**src/core/sbg_pkg.sv**
```systemverilog
/*
  Package for the serial port with baud generator: prescaler codes,
  reset values and frame counts. Assumes an 8-bit data frame, one stop bit.
*/
package sbg_pkg;
  localparam logic [1:0] SBG_PS_DIV1 = 2'h0;
  localparam logic [1:0] SBG_PS_DIV4 = 2'h1;
  localparam logic [1:0] SBG_PS_DIV12 = 2'h2;
  localparam logic [1:0] SBG_PS_DIV48 = 2'h3;
  localparam logic [5:0] SBG_PS_CNT1 = 6'h00;
  localparam logic [5:0] SBG_PS_CNT4 = 6'h03;
  localparam logic [5:0] SBG_PS_CNT12 = 6'h0b;
  localparam logic [5:0] SBG_PS_CNT48 = 6'h2f;
  localparam logic [15:0] SBG_RELOAD_RST = 16'h0000;
  localparam logic [15:0] SBG_TIMER_MAX = 16'hffff;
  localparam logic [7:0] SBG_BYTE_RST = 8'h00;
  localparam logic [3:0] SBG_OVS = 4'h1;
  localparam logic [3:0] SBG_DATA_BITS = 4'h8;
  localparam logic [1:0] SBG_FIFO_DEPTH = 2'h3;
  localparam logic [1:0] SBG_FIFO_ZERO = 2'h0;
endpackage

```
**src/core/sbg_tick_if.sv**
```systemverilog
/*
  Interface carrying the baud tick and its configuration between the
  generator and the serial port core. Assumes one clock domain.
*/
`timescale 1ns/1ps
interface sbg_tick_if;
  logic enable;
  logic use_usb;
  logic [1:0] prescaler_select;
  logic [15:0] reload;
  logic half_tick;
  modport gen (input enable, input use_usb, input prescaler_select, input reload,
    output half_tick);
  modport core (output enable, output use_usb, output prescaler_select, output reload,
    input half_tick);
endinterface

```
**src/core/sbg_baud_gen.sv**
```systemverilog
/*
  Baud generator: prescaler and 16-bit reload timer, one half-bit tick per
  overflow. Assumes usb_clock is already synchronised to clock.
*/
`timescale 1ns/1ps
module sbg_baud_gen (
  input wire logic clock,
  input wire logic reset,
  input wire logic clock_enable,
  input wire logic usb_tick,
  sbg_tick_if.gen bus
);
  import sbg_pkg::*;
  logic [5:0] ps_q, ps_d;
  logic [15:0] tmr_q, tmr_d;
  logic run_q, run_d;
  logic tick_q, tick_d;
  logic src;
  logic [5:0] ps_lim;

  always_comb begin
    src = bus.use_usb ? usb_tick : 1'b1;
    unique case (bus.prescaler_select)
      SBG_PS_DIV1: ps_lim = SBG_PS_CNT1;
      SBG_PS_DIV4: ps_lim = SBG_PS_CNT4;
      SBG_PS_DIV12: ps_lim = SBG_PS_CNT12;
      SBG_PS_DIV48: ps_lim = SBG_PS_CNT48;
    endcase
    ps_d = ps_q;
    tmr_d = tmr_q;
    tick_d = 1'b0;
    run_d = bus.enable;
    if (!bus.enable) begin
      ps_d = 6'h00;
    end else if (!run_q) begin
      tmr_d = bus.reload;
    end else if (src) begin
      if (ps_q >= ps_lim) begin
        ps_d = 6'h00;
        if (tmr_q == SBG_TIMER_MAX) begin
          tmr_d = bus.reload;
          tick_d = 1'b1;
        end else begin
          tmr_d = tmr_q + 16'h0001;
        end
      end else begin
        ps_d = ps_q + 6'h01;
      end
    end
  end

  always_ff @(posedge clock or posedge reset) begin
    if (reset) begin
      ps_q <= 6'h00;
      tmr_q <= SBG_RELOAD_RST;
      run_q <= 1'b0;
      tick_q <= 1'b0;
    end else if (clock_enable) begin
      ps_q <= ps_d;
      tmr_q <= tmr_d;
      run_q <= run_d;
      tick_q <= tick_d;
    end
  end
  assign bus.half_tick = tick_q;
endmodule

```
**src/core/sbg_serial_port.sv**
```systemverilog
/*
  Serial port with dedicated baud generator: transmitter, receiver with a
  three-byte FIFO, flags cleared by software. Assumes 8N1 frames and that
  software and rx pin are the only stimulus; rx passes two flip-flops.
*/
`timescale 1ns/1ps
module sbg_serial_port (
  input wire logic clock,
  input wire logic reset,
  input wire logic clock_enable,
  input wire logic usb_clock,
  input wire logic gen_enable,
  input wire logic gen_use_usb,
  input wire logic [1:0] prescaler_select,
  input wire logic [7:0] baud_reload_high,
  input wire logic [7:0] baud_reload_low,
  input wire logic receive_enable,
  input wire logic irq_enable,
  input wire logic buf_write,
  input wire logic [7:0] buf_wdata,
  input wire logic buf_read,
  input wire logic clear_tx_flag,
  input wire logic clear_rx_flag,
  input wire logic clear_overrun,
  input wire logic rx_pin,
  output logic tx_pin,
  output logic [7:0] buf_rdata,
  output logic transmit_complete_flag,
  output logic receive_flag,
  output logic receive_overrun_flag,
  output logic tx_busy,
  output logic irq
);
  import sbg_pkg::*;
  typedef enum logic [2:0] {
    SBG_IDLE = 3'b001, SBG_DATA = 3'b010, SBG_STOP = 3'b100
  } sbg_state_t;

  sbg_tick_if tk ();
  assign tk.enable = gen_enable;
  assign tk.use_usb = gen_use_usb;
  assign tk.prescaler_select = prescaler_select;
  assign tk.reload = {baud_reload_high, baud_reload_low};

  // Two stages each for the pins; usb edge found after the second stage
  logic rx_m_q, rx_s_q, ub_m_q, ub_s_q, ub_p_q;
  always_ff @(posedge clock or posedge reset) begin
    if (reset) begin
      rx_m_q <= 1'b1;
      rx_s_q <= 1'b1;
      ub_m_q <= 1'b0;
      ub_s_q <= 1'b0;
      ub_p_q <= 1'b0;
    end else if (clock_enable) begin
      rx_m_q <= rx_pin;
      rx_s_q <= rx_m_q;
      ub_m_q <= usb_clock;
      ub_s_q <= ub_m_q;
      ub_p_q <= ub_s_q;
    end
  end

  sbg_baud_gen u_gen (
    .clock(clock),
    .reset(reset),
    .clock_enable(clock_enable),
    .usb_tick(ub_s_q & ~ub_p_q),
    .bus(tk.gen)
  );

  // Two half ticks make one bit
  logic tx_ph_q, tx_ph_d;
  logic tx_bit;
  assign tx_bit = tk.half_tick & tx_ph_q;

  // Transmitter; a write while busy is dropped
  sbg_state_t ts_q, ts_d;
  logic [8:0] tsh_q, tsh_d;
  logic [3:0] tcnt_q, tcnt_d;
  logic tx_q, tx_d, tif_q, tif_d;
  always_comb begin
    ts_d = ts_q;
    tsh_d = tsh_q;
    tcnt_d = tcnt_q;
    tx_d = tx_q;
    tif_d = tif_q & ~clear_tx_flag;
    tx_ph_d = tk.half_tick ? ~tx_ph_q : tx_ph_q;
    unique case (ts_q)
      SBG_IDLE: begin
        tx_d = 1'b1;
        if (buf_write && gen_enable) begin
          tsh_d = {buf_wdata, 1'b0};
          tcnt_d = 4'h0;
          ts_d = SBG_DATA;
          tx_ph_d = 1'b0;
        end
      end
      SBG_DATA: begin
        tx_d = tsh_q[0];
        if (tx_bit) begin
          tsh_d = {1'b1, tsh_q[8:1]};
          tcnt_d = tcnt_q + 4'h1;
          if (tcnt_q == SBG_DATA_BITS) begin
            ts_d = SBG_STOP;
            tx_d = 1'b1;
            tif_d = 1'b1;
          end
        end
      end
      SBG_STOP: begin
        tx_d = 1'b1;
        if (tx_bit) begin
          ts_d = SBG_IDLE;
        end
      end
    endcase
    if (!gen_enable) begin
      ts_d = SBG_IDLE;
    end
  end

  // Receiver: half tick is mid-bit sampling granularity
  sbg_state_t rs_q, rs_d;
  logic [7:0] rsh_q, rsh_d;
  logic [3:0] rcnt_q, rcnt_d;
  logic [1:0] rph_q, rph_d;
  logic rx_done, rx_tick;
  always_comb begin
    rs_d = rs_q;
    rsh_d = rsh_q;
    rcnt_d = rcnt_q;
    rph_d = rph_q;
    rx_done = 1'b0;
    rx_tick = 1'b0;
    if (tk.half_tick) begin
      rph_d = rph_q + 2'h1;
      rx_tick = rph_q[0];
    end
    unique case (rs_q)
      SBG_IDLE: begin
        if (receive_enable && gen_enable && !rx_s_q) begin
          rs_d = SBG_DATA;
          rcnt_d = 4'h0;
          rph_d = 2'h0;
        end
      end
      SBG_DATA: begin
        if (rx_tick) begin
          rcnt_d = rcnt_q + 4'h1;
          if (rcnt_q != 4'h0) begin
            rsh_d = {rx_s_q, rsh_q[7:1]};
          end else if (rx_s_q) begin
            rs_d = SBG_IDLE;
          end
          if (rcnt_q == SBG_DATA_BITS) begin
            rs_d = SBG_STOP;
          end
        end
      end
      SBG_STOP: begin
        if (rx_tick) begin
          rs_d = SBG_IDLE;
          rx_done = rx_s_q;
        end
      end
    endcase
    if (!gen_enable) begin
      rs_d = SBG_IDLE;
    end
  end

  // Receive FIFO; slot 0 is the byte the buffer location shows
  logic [7:0] fifo_q [3];
  logic [7:0] fifo_d [3];
  logic [1:0] cnt_q, cnt_d;
  logic rif_q, rif_d, ovr_q, ovr_d;
  logic pop;
  always_comb begin
    fifo_d = fifo_q;
    cnt_d = cnt_q;
    ovr_d = ovr_q & ~clear_overrun;
    pop = buf_read && (cnt_q != SBG_FIFO_ZERO);
    if (pop) begin
      fifo_d[0] = fifo_q[1];
      fifo_d[1] = fifo_q[2];
      cnt_d = cnt_q - 2'h1;
    end
    rif_d = rif_q;
    if (clear_rx_flag && (cnt_d == SBG_FIFO_ZERO || (cnt_d == 2'h1 && !pop))) begin
      rif_d = 1'b0;
    end
    if (rx_done) begin
      if (cnt_q == SBG_FIFO_DEPTH && !pop) begin
        ovr_d = 1'b1;
      end else begin
        fifo_d[cnt_d] = rsh_q;
        cnt_d = cnt_d + 2'h1;
        rif_d = 1'b1;
      end
    end
  end

  always_ff @(posedge clock or posedge reset) begin
    if (reset) begin
      ts_q <= SBG_IDLE;
      tsh_q <= 9'h1ff;
      tcnt_q <= 4'h0;
      tx_q <= 1'b1;
      tif_q <= 1'b0;
      tx_ph_q <= 1'b0;
      rs_q <= SBG_IDLE;
      rsh_q <= SBG_BYTE_RST;
      rcnt_q <= 4'h0;
      rph_q <= 2'h0;
      fifo_q <= '{default: SBG_BYTE_RST};
      cnt_q <= SBG_FIFO_ZERO;
      rif_q <= 1'b0;
      ovr_q <= 1'b0;
    end else if (clock_enable) begin
      ts_q <= ts_d;
      tsh_q <= tsh_d;
      tcnt_q <= tcnt_d;
      tx_q <= tx_d;
      tif_q <= tif_d;
      tx_ph_q <= tx_ph_d;
      rs_q <= rs_d;
      rsh_q <= rsh_d;
      rcnt_q <= rcnt_d;
      rph_q <= rph_d;
      fifo_q <= fifo_d;
      cnt_q <= cnt_d;
      rif_q <= rif_d;
      ovr_q <= ovr_d;
    end
  end

  // Outputs registered once more so all come from flip-flops
  always_ff @(posedge clock or posedge reset) begin
    if (reset) begin
      tx_pin <= 1'b1;
      buf_rdata <= SBG_BYTE_RST;
      transmit_complete_flag <= 1'b0;
      receive_flag <= 1'b0;
      receive_overrun_flag <= 1'b0;
      tx_busy <= 1'b0;
      irq <= 1'b0;
    end else if (clock_enable) begin
      tx_pin <= tx_d;
      buf_rdata <= fifo_d[0];
      transmit_complete_flag <= tif_d;
      receive_flag <= rif_d;
      receive_overrun_flag <= ovr_d;
      tx_busy <= (ts_d != SBG_IDLE);
      irq <= irq_enable & (tif_d | rif_d);
    end
  end

  AST_TIF_STOP: assert property (@(posedge clock) disable iff (reset)
    clock_enable && $rose(tif_q) |-> ts_q == SBG_STOP && tx_q)
    else $error("transmit flag rose outside stop");
  AST_RIF_HOLD: assert property (@(posedge clock) disable iff (reset)
    clock_enable && rif_q && cnt_q >= 2'h2 |=> rif_q)
    else $error("receive flag cleared with bytes left");
  AST_OVR: assert property (@(posedge clock) disable iff (reset)
    clock_enable && rx_done && cnt_q == SBG_FIFO_DEPTH && !buf_read |=> ovr_q && cnt_q == 2'h3)
    else $error("overrun not flagged");
  AST_DEPTH: assert property (@(posedge clock) disable iff (reset) cnt_q <= SBG_FIFO_DEPTH)
    else $error("fifo count beyond three");
  AST_IRQ: assert property (@(posedge clock) disable iff (reset)
    clock_enable && irq_enable && (tif_d | rif_d) |=> irq)
    else $error("interrupt missing");
  AST_OFF: assert property (@(posedge clock) disable iff (reset)
    clock_enable && !gen_enable |=> ts_q == SBG_IDLE && rs_q == SBG_IDLE)
    else $error("port active with generator off");
  AST_POP: assert property (@(posedge clock) disable iff (reset)
    clock_enable && pop && !rx_done && cnt_q >= 2'h2 |=> fifo_q[0] == $past(fifo_q[1]))
    else $error("fifo did not advance");
  AST_START: assert property (@(posedge clock) disable iff (reset)
    clock_enable && buf_write && gen_enable && ts_q == SBG_IDLE |=> ##1 tx_pin == 1'b0)
    else $error("start bit missing");
  COV_TX: cover property (@(posedge clock) $rose(tif_q));
  COV_RX: cover property (@(posedge clock) $rose(rif_q));
  COV_OVR: cover property (@(posedge clock) $rose(ovr_q));
endmodule

```
**config.mk**
```make
export PLATFORM = sky130hd
export DESIGN_NAME = sbg_serial_port
export DESIGN_NICKNAME = d
export VERILOG_FILES = /design/src/core/sbg_pkg.sv /design/src/core/sbg_tick_if.sv /design/src/core/sbg_baud_gen.sv /design/src/core/sbg_serial_port.sv
export SDC_FILE = /design/constraint.sdc
export NUM_CORES = 1
export LEC_CHECK = 0
export BUFFER_PORTS_ARGS = -buffer_cell sky130_fd_sc_hd__buf_2
export CELL_PAD_IN_SITES_DETAIL_PLACEMENT = 2
export CELL_PAD_IN_SITES_GLOBAL_PLACEMENT = 2
export CORE_MARGIN = 2
export CORE_UTILIZATION = 38
export CTS_CLUSTER_SIZE = 8
export DETAILED_ROUTE_END_ITERATION = 10
export PLACE_DENSITY_LB_ADDON = 0.1
export SYNTH_ARGS = -nofsm -noshare
export SYNTH_HDL_FRONTEND = slang
export SYNTH_HIERARCHICAL = 1
export SYNTH_SLANG_ARGS = --single-unit
```
**constraint.sdc**
```tcl
create_clock -name clock -period 2.93 [get_ports clock]
set_input_delay 0.4395 -clock clock [delete_from_list [all_inputs] [get_ports clock]]
set_output_delay 0.4395 -clock clock [all_outputs]
set_load 0.05 [all_outputs]
```
==> reports/metrics.cfg, run 1 <==
[drt]
drc=0
routedWlPerCell_um=19.5
drt_iter0_drc=117
viasPerCell=5.77
firstDrtPassIters=4
drtAntennaViolNets=0
num_vias=4376
wl_um=14800

[global_route]
met3_usage_pct=3.30
antenna_found_initial=0
grt_pass1_vias=4938
grtUsageMet2_pct=38.0
busiest_layer=met2
track_usage_pct=21.4
use_met1_pct=27.1
grt_max_degree=46
grt_pass1_wl_um=25300
overflow=0

[clocking]
cts-buffers-inserted=9
clk_latency_ps=350
htree_levels=3
cts-resized-gates=0
ctsRootBufferMaster=clkbuf_16
cts_hold_buf=0
clock_path_buffers=2
cts_sinks=94
cts_tree=done
cts.reportedPaths.clkPinSlew_ps=70
postCtsSetupRepairBufs=0

[pwr]
ir_drop_v=0.000302
total_power_mw=4.37
p_per_area_mw_per_mm2=714
p_leak_nw=2.74

[critical_path]
crit_path_start=cnt_q[0]
critPathKind=flop to flop
startpoint_type=flop
end_kind=flop
critPathMaxFanout=8
r2r_slack_ps=230
r2r_start=cnt_q[0]
cpPeakStageDelay_ps=510
cp_common_cell=ha_1
crit_required_ps=3220
crit_slowest_cell=a2111oi_4
critPathBufInv=1
crit_family=simple AND/OR/NAND/NOR gates
cp_cell_sequence=inv_1 > ha_1 > nand2b_1 > mux2_2 > ha_1 > nand3_1 > a2111oi_4 > and2_1 > a221o_1
crit_cells=9
r2r_end=fifo_q[11]
reg2reg_depth=9
arrival_ps=2980

[synth]
synthTopCellsByArea=dfrtp_1, dfstp_2, ha_1
yosys_warnings=6
syn_nets=583
async_flop_share_pct=100
synth-seq-area-share_pct=44.3
syn_inst=526
ys_ff_latch=94
synthFlopType=dfrtp_1
syn-mean-instance-area_um2=10.2
synth_area_leader_cell=dfrtp_1
synth_commonest_cells=dfrtp_1, nand2_1, inv_1
yosysMostFrequentCell=dfrtp_1
synth_top_cell_area_share_pct=37.4
syn_area_mm2=0.00535
synth_cell_types=78
synth-edff-count=0

[floorplanning]
chipHeight_um=123
pin_count=54
core.rowCount=43
coreArea_mm2=0.0138
die-area_mm2=0.0150
initial_utilization_pct=38.7
die_w_um=123

[final_layout]
diodes=0
area_delta_synth_final_pct=14.3
drive_above_1_share_pct=22.1
fillers=1478
fin_nets=631

[placed_design]
io_buffers=53
dpl.hpwl_um=10800
place_congestion=0.774

[timing]
fin_setup_tns_ps=0
slew_violations=0
clock.fmax_mhz=371
finalCritPeriodShare_pct=92.0
fin_skew_ps=5.86
tightestPinTransition_ps=1080
relSlewSlack_pct=28.1
hold_violations=0
rsz0062_at_grt=false
fin_hold_ws_ps=247
period_needed_ps=2700
final-setup-viol-count=0

[hold_path]
hp-class=primary input to async pin

[run]
maxCapViolations=0

[status]
status=complete, no violations

==> metrics by stage <==
stage                     utilization [%]  instances  cell area (um^2)  setup slack (ps)
after global routing                 44.2        759              6110             0.558
final                                44.2        759              6110               233
after detailed placement             41.9        743              5790               154
after floorplan                         -        526              5350               531
after CTS                            44.2        759              6110               142
after global placement               41.9        743              5790               285
==> final cells by class <==
class / instances / area (um^2) / share of cell area [%]
multi-input cells: 369 / 2690 / 43.9
flip-flops and latches: 94 / 2370 / 38.8
repair buffers: 68 / 390 / 6.38
clock buffers: 9 / 225 / 3.68
well taps: 180 / 225 / 3.68
inverters: 32 / 120 / 1.96
clock inverters: 7 / 98.8 / 1.62
==> flip-flops by register name (all words and copies together), names as in the netlist, 2 cells and up, named ones only <==
signal       flops
rsh_q            8
buf_rdata        8
ts_q             3
u_gen/tmr_q     16
cnt_q            2
fifo_q           8
rs_q             3
rcnt_q           4
tcnt_q           4
tsh_q            9
u_gen/ps_q       6
==> worst max-delay path by stage <==
stage	to
2_1_floorplan	u_gen/tmr_q[12]
5_1_grt	fifo_q[14]
3_5_place_dp	fifo_q[11]
4_1_cts	fifo_q[11]
3_3_place_gp	fifo_q[11]
6_report	fifo_q[11]
==> power by group <==
group	internal [mW]	switching [mW]	total, mW
clock network	0.751	0.536	1.29
registers	1.57	0.218	1.79
logic	0.471	0.816	1.29
==> cells in the final DEF (no fill, tap or decap), drive strengths merged, types with 14 or more instances in the layout <==
cell type,count
dfrtp,80
buf,68
nand2,40
inv,32
nor2,31
o21ai,31
mux2,23
a31oi,20
nand2b,19
ha,17
dfstp,14
==> metal layers <==
| metal | vias up | wire length, um |
|---|---|---|
| met5 | - | 0 |
| met4 | 0 | 152 |
| met3 | 13 | 430 |
| met2 | 69 | 7540 |
| met1 | 2250 | 6710 |
| li1 | 2044 | - |
==> cells by family (layout without fill, tap and decap cells) <==
| family | after synthesis | count (layout) | share of synthesized area, % |
|---|---|---|---|
| simple gates | 176 | 176 | 18.3 |
| compound gates | 134 | 134 | 19.7 |
| flops | 94 | 94 | 44.3 |
| buf+inv | 63 | 116 | 5.52 |
| mux | 33 | 33 | 6.71 |
| fa+ha+maj | 17 | 17 | 3.98 |
| xor+xnor | 9 | 9 | 1.47 |
Power figures use the tool's default switching activity.
==> inputs of run 2 (changes only) <==
--- a/config.mk
+++ b/config.mk
@@ -9,11 +9,11 @@
 export CELL_PAD_IN_SITES_DETAIL_PLACEMENT = 2
 export CELL_PAD_IN_SITES_GLOBAL_PLACEMENT = 2
 export CORE_MARGIN = 2
-export CORE_UTILIZATION = 38
+export CORE_UTILIZATION = 41
 export CTS_CLUSTER_SIZE = 8
 export DETAILED_ROUTE_END_ITERATION = 10
+export MAX_ROUTING_LAYER = met4
 export PLACE_DENSITY_LB_ADDON = 0.1
 export SYNTH_ARGS = -nofsm -noshare
 export SYNTH_HDL_FRONTEND = slang
-export SYNTH_HIERARCHICAL = 1
 export SYNTH_SLANG_ARGS = --single-unit
==> constraint.sdc (replaced) <==
create_clock -name clock -period 3.5 [get_ports clock]
set_input_delay 0.525 -clock clock [delete_from_list [all_inputs] [get_ports clock]]
set_output_delay 0.525 -clock clock [all_outputs]
set_load 0.05 [all_outputs]
==> run 2 against run 1 <==
Cell count fell by 1.1%. Clock power fell by 26%. Die area fell by 8.9%. First-iteration DRC count rose by 59%. Register-to-register slack improved by 450 ps. Count of clock-buffer cells in the layout rose by 1. Fmax fell by 4.1%. Critical path depth rose by 1. Design area fell by 3.4%. Largest cell class unchanged. Largest power group unchanged.
==> reports/metrics.cfg, run 2 <==
[timing]
period_needed_ps=2810  ; +116 ps
clock.fmax_mhz=356  ; -4.1%
rsz0062_at_grt=false
relSlewSlack_pct=48.2  ; +20 points
final-setup-viol-count=0  ; unchanged
finalCritPeriodShare_pct=80.4  ; -12 points
tightestPinTransition_ps=777  ; -301 ps
fin_skew_ps=7.97  ; +2.11 ps
fin_hold_ws_ps=29.7  ; -217 ps
slew_violations=0  ; unchanged
fin_setup_tns_ps=0  ; unchanged
hold_violations=0  ; unchanged

[placed_design]
place_congestion=0.759  ; -1.9%
placed_cells=735  ; -1.1%
dpl.hpwl_um=9830  ; -8.6%
io_buffers=53  ; unchanged

[final_layout]
drive_above_1_share_pct=23.5  ; +1.4 points
stdcell_count=751  ; -1.1%
regMostFlops=u_gen.tmr_q
fillers=1381  ; -6.6%
area_delta_synth_final_pct=12.7
reg.largest.list=u_gen.tmr_q x16, tsh_q x9
fin_nets=632  ; +0.16%
largest_register_ffs=16  ; unchanged
final_util_pct=47.0  ; +2.8 points
layout_commonest_cell=dfrtp_1
layout_common_cells=dfrtp_1, buf_2, nand2_1, a21oi_1, nor2_1
diodes=0  ; unchanged

[pwr]
total_power_mw=3.70  ; -15%
p_per_area_mw_per_mm2=626  ; -12%
p_leak_nw=2.66  ; -2.6%
ir_drop_v=0.000276  ; -8.6%

[clocking]
htree_levels=3  ; unchanged
clock_path_buffers=2  ; unchanged
cts-resized-gates=0  ; unchanged
clk_latency_ps=350  ; about the same
cts_tree=done
cts_hold_buf=0  ; unchanged
postCtsSetupRepairBufs=0  ; unchanged
cts-buffers-inserted=9  ; unchanged
cts.reportedPaths.clkPinSlew_ps=70  ; about the same
ctsRootBufferMaster=clkbuf_16
cts_sinks=94  ; unchanged

[synth]
synthFlopType=dfrtp_1
async_flop_share_pct=100  ; unchanged
yosysMostFrequentCell=dfrtp_1
ys_ff_latch=94  ; unchanged
syn_inst=533  ; +1.3%
synth-seq-area-share_pct=45.2  ; +0.91 points
syn-mean-instance-area_um2=9.84  ; -3.3%
yosys_warnings=0  ; -6
syn_area_mm2=0.00524  ; -2.0%
synth_cell_types=64  ; -18%
syn_nets=591  ; +1.4%
synth_commonest_cells=dfrtp_1, nand2_1, a21oi_1
synth_area_leader_cell=dfrtp_1
synthTopCellsByArea=dfrtp_1, dfstp_2, mux2_2
synth_top_cell_area_share_pct=38.2  ; +0.77 points
synth-edff-count=0  ; unchanged

[critical_path]
r2r_end=fifo_q[11]
cpPeakStageDelay_ps=570  ; +60 ps
crit_required_ps=3780  ; +560 ps
r2r_slack_ps=690  ; +450 ps
r2r_start=cnt_q[0]
critPathKind=flop to flop
end_kind=flop
crit_slowest_cell=a21oi_2
arrival_ps=3090  ; +110 ps
cp_cell_sequence=inv_1 > ha_1 > nand2b_1 > nor2_1 > a21oi_1 > ha_1 > o2111ai_2 > a21oi_2 > nor2_1 > a21oi_1
reg2reg_depth=10  ; +1
critPathMaxFanout=10  ; +2
crit_path_start=cnt_q[0]
startpoint_type=flop

[global_route]
track_usage_pct=23.6  ; +2.2 points
grt_pass1_vias=4704  ; -4.7%
grt_pass1_wl_um=24200  ; -4.6%
grt_max_degree=90  ; +96%
overflow=0  ; unchanged
antenna_found_initial=0  ; unchanged

[floorplanning]
chipHeight_um=117  ; -4.5%
core.rowCount=41  ; -4.7%
coreArea_mm2=0.0126  ; -9.1%
pin_count=54  ; unchanged
die-area_mm2=0.0137  ; -8.9%
die_w_um=117  ; -4.5%
initial_utilization_pct=41.7  ; +3.0 points

[run]
maxCapViolations=0  ; unchanged

[drt]
drc=0  ; unchanged
drtAntennaViolNets=0  ; unchanged
firstDrtPassIters=4  ; unchanged
drt_iter0_drc=186  ; +59%
routedWlPerCell_um=19.8  ; +1.4%
viasPerCell=5.78  ; +0.30%
wl_um=14900  ; +0.32%
num_vias=4343  ; -0.75%

[status]
status=complete, no violations

[hold_path]
hp-class=primary input to async pin

-- run 2: changes by cell type after synthesis, moves of 11 or more --
cell | previous run | this run
and2_1 | 13 | 2
a221o_1 | 12 | 1
o22ai_1 | 4 | 16
a21oi_1 | 9 | 37
mux2_1 | 15 | 0
nand2b_1 | 19 | 8
mux2_2 | 8 | 25
-- run 2: critical path, delay by kind of cell (launching register included) --
kind | cells | cell delay (ps)
simple gates | 3 | 410
flops | 1 | 380
fa+ha+maj | 2 | 460
buf+inv | 1 | 120
compound gates | 4 | 1360
-- run 2: power by group --
part | switching (mW) | leakage [nW] | internal [mW] | total, mW
Clock | 0.466 | 0.132 | 0.494 | 0.960
Combinational | 0.749 | 1.37 | 0.400 | 1.15
Sequential | 0.244 | 1.16 | 1.35 | 1.59
Total | 1.46 | 2.66 | 2.24 | 3.70
-- run 2: cell families after synthesis --
logic type / count (synthesis) / share of synthesized area (%)
flip-flops: 94 / 45.2
adder cells (fa/ha/maj): 18 / 4.30
AND/OR/NAND/NOR: 155 / 15.3
multiplexers: 44 / 9.00
XOR/XNOR: 6 / 1.00
buffers and inverters: 65 / 5.82
AO/OA/AOI/OAI: 151 / 19.4
-- run 2: routing by layer --
metal	track usage (%)	share of wire (%)
met1	28.9	45
met2	40.0	51
met3	4.22	3.0
met4	6.82	1.3
met5	-	0
-- run 2: cell type report --
cell class / instances / area, um^2 / area share, %
clock inverters: 6 / 52.6 / 0.889
flip-flops and latches: 94 / 2370 / 40.1
well taps: 172 / 215 / 3.64
clock buffers: 10 / 229 / 3.87
repair buffers: 62 / 345 / 5.84
multi-input cells: 374 / 2570 / 43.5
inverters: 33 / 125 / 2.12
-- run 2: worst max-delay path by stage --
stage | cells after the start | endpoint | slack [ps]
floorplan | 1 | async pin | 550
global placement | 8 | u_gen.tmr_q[12] | 850
detailed placement | 10 | fifo_q[9] | 690
CTS | 10 | fifo_q[15] | 620
global route | 10 | fifo_q[9] | 360
finish | 10 | fifo_q[11] | 690
-- run 2: stage by stage --
stage | area [um^2] | setup WS (ps)
final | 5910 | 688
after global routing | 5910 | 362
after CTS | 5910 | 624
after detailed placement | 5630 | 687
after global placement | 5630 | 853
after floorplan | 5240 | 550
